[src/flash_host_pkg.sv]
// constants, pin bundle and command types for the sector flash host
// assumes one 200 MHz clock; pin timings use the slowest device grade
package flash_host_pkg;

    // =========================================================
    // clock and pin timing
    localparam int CLK_NS = 5;
    localparam int AS_NS = 10;
    localparam int WP_NS = 200;
    localparam int WPH_NS = 200;
    localparam int DH_NS = 10;
    localparam int ACC_NS = 250;
    localparam int OEHP_NS = 150;
    localparam int DF_NS = 60;
    localparam int BLC_US = 150;
    localparam int WC_MS = 20;
    localparam int SYNC_STAGES = 2;

    // least times round up
    localparam int AS_CYC = (AS_NS + CLK_NS - 1) / CLK_NS;
    localparam int WP_CYC = (WP_NS + CLK_NS - 1) / CLK_NS;
    localparam int WPH_CYC = (WPH_NS + CLK_NS - 1) / CLK_NS;
    localparam int DH_CYC = (DH_NS + CLK_NS - 1) / CLK_NS;
    localparam int ACC_CYC = (ACC_NS + CLK_NS - 1) / CLK_NS;
    localparam int RHIGH_NS = (OEHP_NS > DF_NS) ? OEHP_NS : DF_NS;
    localparam int RHIGH_CYC = (RHIGH_NS + CLK_NS - 1) / CLK_NS;
    // longest time rounds down
    localparam int BLC_CYC = (BLC_US * 1000) / CLK_NS;
    localparam int WC_CYC = (WC_MS * 1000000) / CLK_NS;

    // =========================================================
    // geometry
    localparam int ADDR_W = 15;
    localparam int DATA_W = 8;
    localparam int SECTOR_BYTES = 64;
    localparam int OFS_W = 6;
    localparam int SEQ_LEN = 3;
    localparam int TOGGLE_BIT = 6;
    localparam int PH_W = 8;

    typedef enum logic [1:0] {
        OP_READ,
        OP_WRITE,
        OP_ID_ENTRY,
        OP_ID_EXIT
    } op_e;

    typedef struct packed {
        op_e op;
        logic [ADDR_W-1:0] addr;
    } cmd_s;

    typedef struct packed {
        logic ce_n;
        logic oe_n;
        logic we_n;
        logic [ADDR_W-1:0] addr;
        logic [DATA_W-1:0] dq;
        logic dq_oe;
    } pins_s;

    localparam pins_s BUS_IDLE = '{ce_n: 1'b1, oe_n: 1'b1, we_n: 1'b1, addr: 15'h0000, dq: 8'h00, dq_oe: 1'b0};

endpackage

[src/flash_write_host.sv]
// host controller that drives a byte-wide sector flash over its pins
// assumes flash data pins come back asynchronously on dq_in; the bench
// resolves the shared data wire from flash_out.dq and flash_out.dq_oe
//
// Functional notes
// (RULE1) sector address on upper lines at every byte-load write strobe fall
// (RULE2) all 64 bytes of a sector loaded in one operation
// (RULE3) unloaded sector bytes become undefined after programming
// (RULE4) device re-protects after each program; each write resends the code
// (RULE5) next byte load starts within 150 us of the previous one
// (RULE6) toggling output or chip enable during programming flips the toggle bit
// (RULE7) toggle bit start/end value undefined; only alternation means busy
// (RULE8) toggle polling may use any address, but it stays constant
// (RULE9) in id mode, id select low gives maker code, high gives part code
// (RULE10) id mode does not survive power loss
// (RULE11) exit sequence returns device to normal reads and programming
// (RULE12) output enable high while writing; protection code precedes sector data
// (RULE13) polling bit reads complement of last data until programming ends
module flash_write_host #(
    parameter logic [44:0] PROT_ADDR = {15'h0003, 15'h0002, 15'h0001},
    parameter logic [23:0] PROT_DATA = {8'h03, 8'h02, 8'h01},
    parameter logic [44:0] ID_ENTRY_ADDR = {15'h0003, 15'h0002, 15'h0001},
    parameter logic [23:0] ID_ENTRY_DATA = {8'h13, 8'h12, 8'h11},
    parameter logic [44:0] ID_EXIT_ADDR = {15'h0003, 15'h0002, 15'h0001},
    parameter logic [23:0] ID_EXIT_DATA = {8'h23, 8'h22, 8'h21},
    parameter int unsigned BLC_LIMIT = flash_host_pkg::BLC_CYC,
    parameter int unsigned WC_LIMIT = flash_host_pkg::WC_CYC
) (
    input wire logic mclk_in,
    input wire logic rst_n_in,
    input wire logic cmd_valid_in,
    input wire flash_host_pkg::cmd_s cmd_in,
    output logic cmd_ready_out,
    input wire logic wdat_valid_in,
    input wire logic [7:0] wdat_in,
    output logic wdat_ready_out,
    output logic rsp_valid_out,
    output logic [7:0] rsp_data_out,
    output logic done_out,
    output logic err_out,
    output flash_host_pkg::pins_s flash_out,
    input wire logic [7:0] dq_in
);

    // =========================================================
    // state
    typedef enum {S_IDLE, S_WSET, S_WLOW, S_WHIGH, S_NEXT, S_LWAIT, S_RSET, S_RHIGH} state_e;

    localparam int SEQ_LAST = flash_host_pkg::SEQ_LEN - 1;
    localparam int SEC_LAST = flash_host_pkg::SECTOR_BYTES - 1;

    state_e state_r;
    flash_host_pkg::cmd_s cmd_r;
    flash_host_pkg::pins_s pins_r;
    logic [1:0] code_idx_r;
    logic in_code_r;
    logic [5:0] byte_idx_r;
    logic polling_r;
    logic have_prev_r;
    logic prev_tog_r;
    logic [7:0] rd_r;
    logic [flash_host_pkg::PH_W-1:0] cnt_r;
    logic [31:0] blc_cnt_r;
    logic [31:0] prog_cnt_r;
    logic [7:0] dq_s1_r;
    logic [7:0] dq_s2_r;

    // =========================================================
    // helpers
    function automatic logic [14:0] seq_addr(input flash_host_pkg::op_e op, input logic [1:0] idx);
        case (op)
            flash_host_pkg::OP_ID_ENTRY: seq_addr = ID_ENTRY_ADDR[idx*15 +: 15];
            flash_host_pkg::OP_ID_EXIT: seq_addr = ID_EXIT_ADDR[idx*15 +: 15];
            default: seq_addr = PROT_ADDR[idx*15 +: 15];
        endcase
    endfunction

    function automatic logic [7:0] seq_data(input flash_host_pkg::op_e op, input logic [1:0] idx);
        case (op)
            flash_host_pkg::OP_ID_ENTRY: seq_data = ID_ENTRY_DATA[idx*8 +: 8];
            flash_host_pkg::OP_ID_EXIT: seq_data = ID_EXIT_DATA[idx*8 +: 8];
            default: seq_data = PROT_DATA[idx*8 +: 8];
        endcase
    endfunction

    // oe stays high for the whole write cycle
    function automatic flash_host_pkg::pins_s bus_write(input logic [14:0] a, input logic [7:0] d);
        bus_write = '{ce_n: 1'b0, oe_n: 1'b1, we_n: 1'b1, addr: a, dq: d, dq_oe: 1'b1}; // RULE12
    endfunction

    function automatic flash_host_pkg::pins_s bus_read(input logic [14:0] a);
        bus_read = '{ce_n: 1'b0, oe_n: 1'b0, we_n: 1'b1, addr: a, dq: 8'h00, dq_oe: 1'b0};
    endfunction

    // polling reads byte 0 of the sector being programmed, never moved
    function automatic logic [14:0] poll_addr(input logic [14:0] a);
        poll_addr = {a[14:6], 6'h00}; // RULE8
    endfunction

    assign cmd_ready_out = (state_r == S_IDLE);
    assign wdat_ready_out = (state_r == S_LWAIT);
    assign flash_out = pins_r;

    // =========================================================
    // data pin synchroniser
    always_ff @(posedge mclk_in) begin
        if (!rst_n_in) begin
            dq_s1_r <= 8'h00;
            dq_s2_r <= 8'h00;
        end else begin
            dq_s1_r <= dq_in;
            dq_s2_r <= dq_s1_r;
        end
    end

    // =========================================================
    // watchdogs for byte gap and program cycle
    always_ff @(posedge mclk_in) begin
        if (!rst_n_in) begin
            blc_cnt_r <= 32'h0000_0000;
        end else if (state_r == S_LWAIT) begin
            blc_cnt_r <= blc_cnt_r + 32'h0000_0001; // RULE5
        end else begin
            blc_cnt_r <= 32'h0000_0000;
        end
    end

    always_ff @(posedge mclk_in) begin
        if (!rst_n_in) begin
            prog_cnt_r <= 32'h0000_0000;
        end else if (polling_r) begin
            prog_cnt_r <= prog_cnt_r + 32'h0000_0001;
        end else begin
            prog_cnt_r <= 32'h0000_0000;
        end
    end

    // =========================================================
    // sequencer
    always_ff @(posedge mclk_in) begin
        if (!rst_n_in) begin
            state_r <= S_IDLE;
            cmd_r <= '0;
            pins_r <= flash_host_pkg::BUS_IDLE;
            code_idx_r <= 2'h0;
            in_code_r <= 1'b0;
            byte_idx_r <= 6'h00;
            polling_r <= 1'b0;
            have_prev_r <= 1'b0;
            prev_tog_r <= 1'b0;
            rd_r <= 8'h00;
            cnt_r <= '0;
            rsp_valid_out <= 1'b0;
            rsp_data_out <= 8'h00;
            done_out <= 1'b0;
            err_out <= 1'b0;
        end else begin
            rsp_valid_out <= 1'b0;
            done_out <= 1'b0;
            case (state_r)
                S_IDLE: begin
                    pins_r <= flash_host_pkg::BUS_IDLE;
                    cnt_r <= '0;
                    if (cmd_valid_in) begin
                        cmd_r <= cmd_in;
                        err_out <= 1'b0;
                        polling_r <= 1'b0;
                        if (cmd_in.op == flash_host_pkg::OP_READ) begin
                            // id codes come back on plain reads at 0 and 1 while id mode is on
                            pins_r <= bus_read(cmd_in.addr); // RULE9
                            state_r <= S_RSET;
                        end else begin
                            // every sector write is preceded by the protection code
                            in_code_r <= 1'b1; // RULE4 RULE11
                            code_idx_r <= 2'h0;
                            pins_r <= bus_write(seq_addr(cmd_in.op, 2'h0), seq_data(cmd_in.op, 2'h0));
                            state_r <= S_WSET;
                        end
                    end
                end
                S_WSET: begin
                    cnt_r <= cnt_r + 1'b1;
                    if (cnt_r == flash_host_pkg::PH_W'(flash_host_pkg::AS_CYC - 1)) begin
                        pins_r.we_n <= 1'b0;
                        cnt_r <= '0;
                        state_r <= S_WLOW;
                    end
                end
                S_WLOW: begin
                    cnt_r <= cnt_r + 1'b1;
                    if (cnt_r == flash_host_pkg::PH_W'(flash_host_pkg::WP_CYC - 1)) begin
                        pins_r.we_n <= 1'b1;
                        cnt_r <= '0;
                        state_r <= S_WHIGH;
                    end
                end
                S_WHIGH: begin
                    cnt_r <= cnt_r + 1'b1;
                    if (cnt_r == flash_host_pkg::PH_W'(flash_host_pkg::DH_CYC - 1)) begin
                        pins_r.dq_oe <= 1'b0;
                        pins_r.ce_n <= 1'b1;
                    end
                    if (cnt_r == flash_host_pkg::PH_W'(flash_host_pkg::WPH_CYC - 1)) begin
                        cnt_r <= '0;
                        state_r <= S_NEXT;
                    end
                end
                S_NEXT: begin
                    if (in_code_r) begin
                        if (code_idx_r == 2'(SEQ_LAST)) begin
                            in_code_r <= 1'b0;
                            if (cmd_r.op == flash_host_pkg::OP_WRITE) begin
                                byte_idx_r <= 6'h00;
                                state_r <= S_LWAIT; // RULE12
                            end else begin
                                done_out <= 1'b1;
                                state_r <= S_IDLE;
                            end
                        end else begin
                            code_idx_r <= code_idx_r + 2'h1;
                            pins_r <= bus_write(seq_addr(cmd_r.op, code_idx_r + 2'h1),
                                                seq_data(cmd_r.op, code_idx_r + 2'h1));
                            state_r <= S_WSET;
                        end
                    end else if (byte_idx_r == 6'(SEC_LAST)) begin
                        // full sector sent; the device now erases and programs
                        polling_r <= 1'b1; // RULE2
                        have_prev_r <= 1'b0;
                        pins_r <= bus_read(poll_addr(cmd_r.addr));
                        state_r <= S_RSET;
                    end else begin
                        byte_idx_r <= byte_idx_r + 6'h01;
                        state_r <= S_LWAIT;
                    end
                end
                S_LWAIT: begin
                    if (wdat_valid_in) begin
                        pins_r <= bus_write({cmd_r.addr[14:6], byte_idx_r}, wdat_in); // RULE1
                        state_r <= S_WSET;
                    end else if (blc_cnt_r >= BLC_LIMIT - 1) begin
                        // source too slow: device starts programming a partial sector
                        err_out <= 1'b1; // RULE3 RULE5
                        polling_r <= 1'b1;
                        have_prev_r <= 1'b0;
                        pins_r <= bus_read(poll_addr(cmd_r.addr));
                        state_r <= S_RSET;
                    end
                end
                S_RSET: begin
                    cnt_r <= cnt_r + 1'b1;
                    if (cnt_r == flash_host_pkg::PH_W'(flash_host_pkg::ACC_CYC + flash_host_pkg::SYNC_STAGES - 1)) begin
                        rd_r <= dq_s2_r;
                        // both strobes rise between polls so the toggle bit advances
                        pins_r.oe_n <= 1'b1; // RULE6
                        pins_r.ce_n <= 1'b1;
                        cnt_r <= '0;
                        state_r <= S_RHIGH;
                    end
                end
                S_RHIGH: begin
                    cnt_r <= cnt_r + 1'b1;
                    if (cnt_r == flash_host_pkg::PH_W'(flash_host_pkg::RHIGH_CYC - 1)) begin
                        cnt_r <= '0;
                        if (!polling_r) begin
                            rsp_valid_out <= 1'b1;
                            rsp_data_out <= rd_r;
                            done_out <= 1'b1;
                            state_r <= S_IDLE;
                        end else if (have_prev_r && (prev_tog_r == rd_r[flash_host_pkg::TOGGLE_BIT])) begin
                            // two equal toggle samples: program over, protection back on
                            polling_r <= 1'b0; // RULE7 RULE4
                            done_out <= 1'b1;
                            state_r <= S_IDLE;
                        end else if (prog_cnt_r >= WC_LIMIT) begin
                            err_out <= 1'b1;
                            polling_r <= 1'b0;
                            done_out <= 1'b1;
                            state_r <= S_IDLE;
                        end else begin
                            // first sample value is meaningless, only kept for compare
                            prev_tog_r <= rd_r[flash_host_pkg::TOGGLE_BIT]; // RULE7
                            have_prev_r <= 1'b1;
                            pins_r <= bus_read(poll_addr(cmd_r.addr)); // RULE8
                            state_r <= S_RSET;
                        end
                    end
                end
                default: begin
                    pins_r <= flash_host_pkg::BUS_IDLE;
                    state_r <= S_IDLE;
                end
            endcase
        end
    end

endmodule

[config.mk]
export PLATFORM = sky130hd
export DESIGN_NAME = flash_write_host
export DESIGN_NICKNAME = d
export VERILOG_FILES = /design/src/flash_host_pkg.sv /design/src/flash_write_host.sv
export SDC_FILE = /design/constraint.sdc
export NUM_CORES = 1
export LEC_CHECK = 0
export ABC_AREA = 1
export BUFFER_PORTS_ARGS = -buffer_cell sky130_fd_sc_hd__buf_2
export CAP_MARGIN = 20
export CORE_MARGIN = 3
export CORE_UTILIZATION = 55
export DETAILED_ROUTE_END_ITERATION = 10
export PLACE_DENSITY_LB_ADDON = 0.3
export SKIP_CTS_REPAIR_TIMING = 1
export SLEW_MARGIN = 20
export SYNTH_ARGS = -nofsm -noshare
export SYNTH_HDL_FRONTEND = slang
export SYNTH_SLANG_ARGS = --single-unit
[constraint.sdc]
create_clock -name mclk_in -period 2.2 [get_ports mclk_in]
set_input_delay 0.66 -clock mclk_in [delete_from_list [all_inputs] [get_ports mclk_in]]
set_output_delay 0.66 -clock mclk_in [all_outputs]
set_load 0.005 [all_outputs]
==> summary.md, run 1 <==
| Metric | Value |
|---|---|
| Status | complete, no violations |
| Critical Path Source Type | flip-flop |
| Final TNS setup | 0 ps |
| Die ar. | 15730 um2 |
| Fmax achieved | 488.4 MHz |
| I/O Buffers | 76 |
| H-Tree Depth | 4 |
| Dpl hpwl | 13.49 mm |
| Post-synth top flop | dfxtp_1 |
| Gp weighted congestion | 0.9413 |
| Vert. Die Dim | 125.4 um |
| Total congestion overflow | 0 |
| Inserted Diodes | 0 |
| Clock root buffer | clkbuf_16 |
| Max-cap violation count | 0 |
| Synthesized area | 7843 um2 |
| Max-slew headroom | 0.4627 |
| Critical Path Max Stage Delay | 460 ps |
| FF-to-FF path depth | 11 |
| CTS tree | yes |
| Data required time of the worst path | 1540 ps |
| Total Routing Usage GR | 0.2392 |
| Critical Path Start | state_r[2] |
| Largest net degree at the start of global routing | 61 |
| RSZ-0062 raised after global routing | false |
| Vias | 7628 |
| Final Critical Period | 2048 ps |
| Worst skew pair latency | 430 ps |
| TritonCTS buffer count | 17 |
| Initial core utilization | 0.5628 |
| Most used cell, CP | inv_1 |
| Critical path fanouts, max | 8 |
| Worst path cell trace | inv_1 -> nand2_1 -> inv_1 -> buf_2 |
| Clk buf depth | 2 |
| First-pass GRT wire length | 31.58 mm |
| Synth top cells by count | nand2_1, nor2_1, dfxtp_1, inv_1, a21oi_1 |
| Flops & latches, synth | 160 |
| Worst-path clk slew | 70 ps |
| Worst Setup End Kind | output pin |
| Synthesized net count | 1200 |
| Worst Skew | 9.020 ps |
| Register area share after synthesis | 0.4084 |
| Pwr Density | 988.6 nW/um2 |
| VDD IR-drop max | 0.0006501 V |
| Total power | 9.084 mW |
| Reg2Reg Setup Slack | 170 ps |
| Core area | 13930 um2 |
| Synth area leaders | dfxtp_1, nand2_1, nor2_1 |
| Number of global-route vias before repair | 6975 |
| Crit share post-route | 0.9307 |
| # clock sinks | 160 |
| Reg-to-Reg End | state_r[0] |
| Synth cell types | 41 |
| Nets@finish | 1297 |
| Crit path to | cmd_ready_out |
| Ys async rst share | 0 |
| First-pass DRT Iterations | 7 |
| Die span in x | 125.4 um |
| Initial antenna violation count | 0 |
| Cell taking the most area after synthesis | dfxtp_1 |
| Synth Instances | 1156 |
| Yosys top cell area share | 0.4084 |
| Remaining DRCs | 0 |
| I/O Pins | 77 |
| Leak | 3.967 nW |
| Post-synth EDFFs | 0 |
| Layout cells sized above 1 | 0.1548 |
| Avg Inst Size Synth | 6.784 um2 |
| Worst-Margin Slew | 800.5 ps |
| Final Setup Violations | 0 |
| Final WL | 19.05 mm |
| Setup CP Type | flip-flop to output pin |
| Synth-to-Final Area Change | 17.17% |
| ANT nets after route | 0 |
| Synth warn | 0 |
| Initial drt markers | 692 |
| # rows | 43 |
| Reg2reg start | cnt_r[0] |
| Per-cell routed wire length | 13.17 um |
| CP arrival | 1390 ps |
| Final hold violations | 0 |
| Slew Limit Fails | 0 |
| Worst hold path type | input pin to flip-flop |
| CP max stage cell | dfxtp_2 |
| Vias/cell | 5.275 |
| Most common cell in the synthesized netlist | nand2_1 |
critical path, delay by kind of cell (launching register included):
family / cells / cell delay, ps
flip-flops: 1 / 460
buffers and inverters: 3 / 340
AND/OR/NAND/NOR: 1 / 160
logic make-up (layout without fill, tap and decap cells):
family / count (synthesis) / count (layout) / share of synthesized area
compound gates: 200 / 200 / 0.1388
xor+xnor: 8 / 8 / 0.008935
fa+ha+maj: 7 / 7 / 0.01117
buf+inv: 185 / 294 / 0.09253
flops: 160 / 160 / 0.4084
simple gates: 596 / 597 / 0.3401
sequential cells by signal, indices dropped and copies added, names as in the netlist:
| name | count |
|---|---|
| done_out | 1 |
| prog_cnt_r | 32 |
| polling_r | 1 |
| byte_idx_r | 6 |
| flash_out | 27 |
| prev_tog_r | 1 |
| cnt_r | 8 |
| code_idx_r | 2 |
| rsp_data_out | 8 |
| state_r | 3 |
| dq_s1_r | 8 |
| in_code_r | 1 |
| err_out | 1 |
| have_prev_r | 1 |
| dq_s2_r | 8 |
| blc_cnt_r | 32 |
| rd_r | 8 |
| rsp_valid_out | 1 |
| cmd_r | 11 |
stage by stage:
stage	cell area (um2)	std cells	utilization	hold slack, ps	setup slack (ps)
floorplan	7843	1156	-	390.5	475.1
global placement	8499	1409	0.6099	391.2	29.31
detailed placement	8499	1409	0.6099	396.6	-81.69
CTS	9116	1441	0.6542	390.4	-134.3
global route	9189	1446	0.6594	404.8	5.587
finish	9189	1446	0.6594	408.7	152.4
per-layer routing:
layer	up-vias	wire length [um]	global-route usage
met1	3449	8925	0.3192
li1	3950	-	-
met5	-	0	0
met4	0	253	0.06505
met3	22	1103	0.06151
met2	207	8765	0.3872
report_power, final:
group | leakage (nW) | internal (mW) | switching [mW] | total (mW)
Combinational | 2.37 | 1.01 | 1.66 | 2.66
Clock | 0.298 | 1.64 | 1.38 | 3.02
Sequential | 1.30 | 3.20 | 0.206 | 3.40
Total | 3.97 | 5.84 | 3.24 | 9.08
how the worst min path moves through the flow:
| stage | startpoint | to | slack, ps | cells past startpoint |
|---|---|---|---|---|
| after floorplan | dq_s1_r[0] | dq_s2_r[0] | 390 | 2 |
| after global placement | dq_s1_r[4] | dq_s2_r[4] | 390 | 2 |
| after detailed placement | dq_s1_r[3] | dq_s2_r[3] | 400 | 2 |
| after CTS | dq_in[5] | dq_s1_r[5] | 390 | 3 |
| after global routing | dq_in[7] | dq_s1_r[7] | 400 | 3 |
| final | dq_in[6] | dq_s1_r[6] | 410 | 3 |
final cells by class:
| type | instances | area [um2] |
|---|---|---|
| Fill cell | 1268 | 4746 |
| Clock inverter | 15 | 191.4 |
| Clock buffer | 17 | 425.4 |
| Inverter | 157 | 589.3 |
| Multi-Input combinational cell | 812 | 3930 |
| Timing Repair Buffer | 105 | 623.1 |
| Tap cell | 180 | 225.2 |
| Sequential cell | 160 | 3204 |
cells in the final DEF, fill, tap and decap left out, types with 7 or more instances in the layout:
cell       netlist  final
clkbuf_16        0     17
xor2_1           8      8
nor2_2          17     17
inv_1          147    147
buf_2            7     76
nor2_1         171    171
o21ai_0         71     71
inv_2            9      9
nand4_1         27     27
dfxtp_1        160    159
a21oi_1         89     89
buf_4            1     27
nor4_1           7      7
ha_1             7      7
nor3_1          37     36
nand2_1        243    243
a22oi_1         13     13
or2_2           11     11
nand3_1         54     54
Note: power is estimated with default switching activity, not from simulation.
==> run 2: changes to the inputs <==
--- a/config.mk
+++ b/config.mk
@@ -7,10 +7,10 @@
 export LEC_CHECK = 0
 export ABC_AREA = 1
 export BUFFER_PORTS_ARGS = -buffer_cell sky130_fd_sc_hd__buf_2
-export CAP_MARGIN = 20
 export CORE_MARGIN = 3
 export CORE_UTILIZATION = 55
 export DETAILED_ROUTE_END_ITERATION = 10
+export GPL_TIMING_DRIVEN = 0
 export PLACE_DENSITY_LB_ADDON = 0.3
 export SKIP_CTS_REPAIR_TIMING = 1
 export SLEW_MARGIN = 20
==> run 2 against run 1 <==
Effect of this change: final cell count fell by 0.21%; die area did not move; non-clock buffer count fell by 2; sequential cell count did not move; first-iteration DRC count fell by 15%; global-route usage rose by 0.38 points; clock power fell by 5%; largest cell class unchanged.
==> summary.md, run 2 (synthesis gave the netlist of run 1 again) <==
| Metric | Value |
|---|---|
| Status | complete, no violations |
| Die span in x | 125.4 um |
| First-pass DRT Iterations | 5 |
| Critical path fanouts, max | 6 |
| Pwr Density | 964.4 nW/um2 |
| Final Instance Area | 9059 um2 |
| Worst path cell trace | inv_2 -> nand2_4 -> nor2_4 -> buf_2 |
| First-pass GRT wire length | 32.08 mm |
| Number of global-route vias before repair | 7015 |
| Gp weighted congestion | 0.9482 |
| Critical Path Max Stage Delay | 380 ps |
| Layout cells sized above 1 | 0.1425 |
| Worst Setup End Kind | output pin |
| Inserted Diodes | 0 |
| Critical Path Source Type | flip-flop |
| I/O Buffers | 76 |
| Clock root buffer | clkbuf_16 |
| Worst skew pair latency | 430 ps |
| Vias/cell | 5.239 |
| Total congestion overflow | 0 |
| Commonest non-fill, non-tap cell in the layout | nand2_1 |
| I/O Pins | 77 |
| Final hold violations | 0 |
| Fmax achieved | 484.7 MHz |
| Non-Filler Instances | 1443 |
| Initial drt markers | 589 |
| CTS tree | yes |
| Final worst setup slack | 136.8 ps |
| RSZ-0062 raised after global routing | true |
| Worst-path clk slew | 70 ps |
| Leak | 3.860 nW |
| # clock sinks | 160 |
| Initial core utilization | 0.5628 |
| # rows | 43 |
| Initial antenna violation count | 0 |
| Crit share post-route | 0.9378 |
| ANT nets after route | 0 |
| Per-cell routed wire length | 13.01 um |
| Final Critical Period | 2063 ps |
| Synth-to-Final Area Change | 15.51% |
| Nets@finish | 1294 |
| Worst-Margin Slew | 781.5 ps |
| Total Routing Usage GR | 0.2430 |
| Worst Skew | 9.476 ps |
| Worst hold path type | input pin to flip-flop |
| Setup CP Type | flip-flop to output pin |
| Die ar. | 15730 um2 |
| Remaining DRCs | 0 |
| Core Util, Final | 0.6501 |
| Vert. Die Dim | 125.4 um |
| Final WL | 18.77 mm |
| Slew Limit Fails | 0 |
| Max-cap violation count | 0 |
| Max-slew headroom | 0.4755 |
| VDD IR-drop max | 0.0005951 V |
| Placed insts | 1412 |
| Clk buf depth | 2 |
| Placement Cell Area | 8448 um2 |
| CP arrival | 1400 ps |
| CP max stage cell | dfxtp_1 |
| Largest net degree at the start of global routing | 17 |
| DP Worst Slack | 42.72 ps |
| Data required time of the worst path | 1540 ps |
| H-Tree Depth | 4 |
| Commonest cells after routing, fill and taps aside | nand2_1, nor2_1, dfxtp_1 |
| Vias | 7560 |
| Final Setup Violations | 0 |
| Dpl hpwl | 13.95 mm |
| TritonCTS buffer count | 17 |
| Core area | 13930 um2 |
## run 2: metrics by stage
step	hold WS, ps	TNS (ps)	total power [mW]
after floorplan	390.5	0	5.214
after global placement	394.0	0	5.835
after detailed placement	396.7	0	5.883
after CTS	398.3	0	8.763
after global routing	404.7	-34.98	9.275
final	407.1	0	8.736
## run 2: cell type report
class                   instances  area, um2
fillers                      1257       4876
multi-input cells             811       3949
flip-flops and latches        160       3204
inverters                     157      589.3
clock buffers                  18      429.2
repair buffers                 76      380.4
well taps                     180      225.2
clock inverters                14      146.4
plain buffers                  27      135.1
## run 2: worst max-delay path, delay by kind of cell, from the launching register on
family / cells / cell delay, ps
simple gates: 2 / 280
flops: 1 / 380
buf+inv: 2 / 310
## run 2: layer usage
layer,vias to the layer above,GRT usage,share of wire
met5,-,0,0
met2,167,0.3825,0.45
met1,3427,0.3325,0.48
met3,28,0.05895,0.052
met4,0,0.07462,0.016
li1,3938,-,-
## run 2: where the power goes
part	internal [mW]	switching [mW]
Combinational	0.893	1.59
Clock	1.60	1.28
Sequential	3.20	0.176
Total	5.69	3.05
## run 2: final timing paths
check	end	start	cells past startpoint	slack, ps
worst min-delay path	dq_s1_r[4]	dq_in[4]	3	410
worst max register to register	flash_out[19]	blc_cnt_r[0]	13	210
worst min register to register	dq_s2_r[3]	dq_s1_r[3]	2	410
worst max-delay path	wdat_ready_out	state_r[1]	4	140
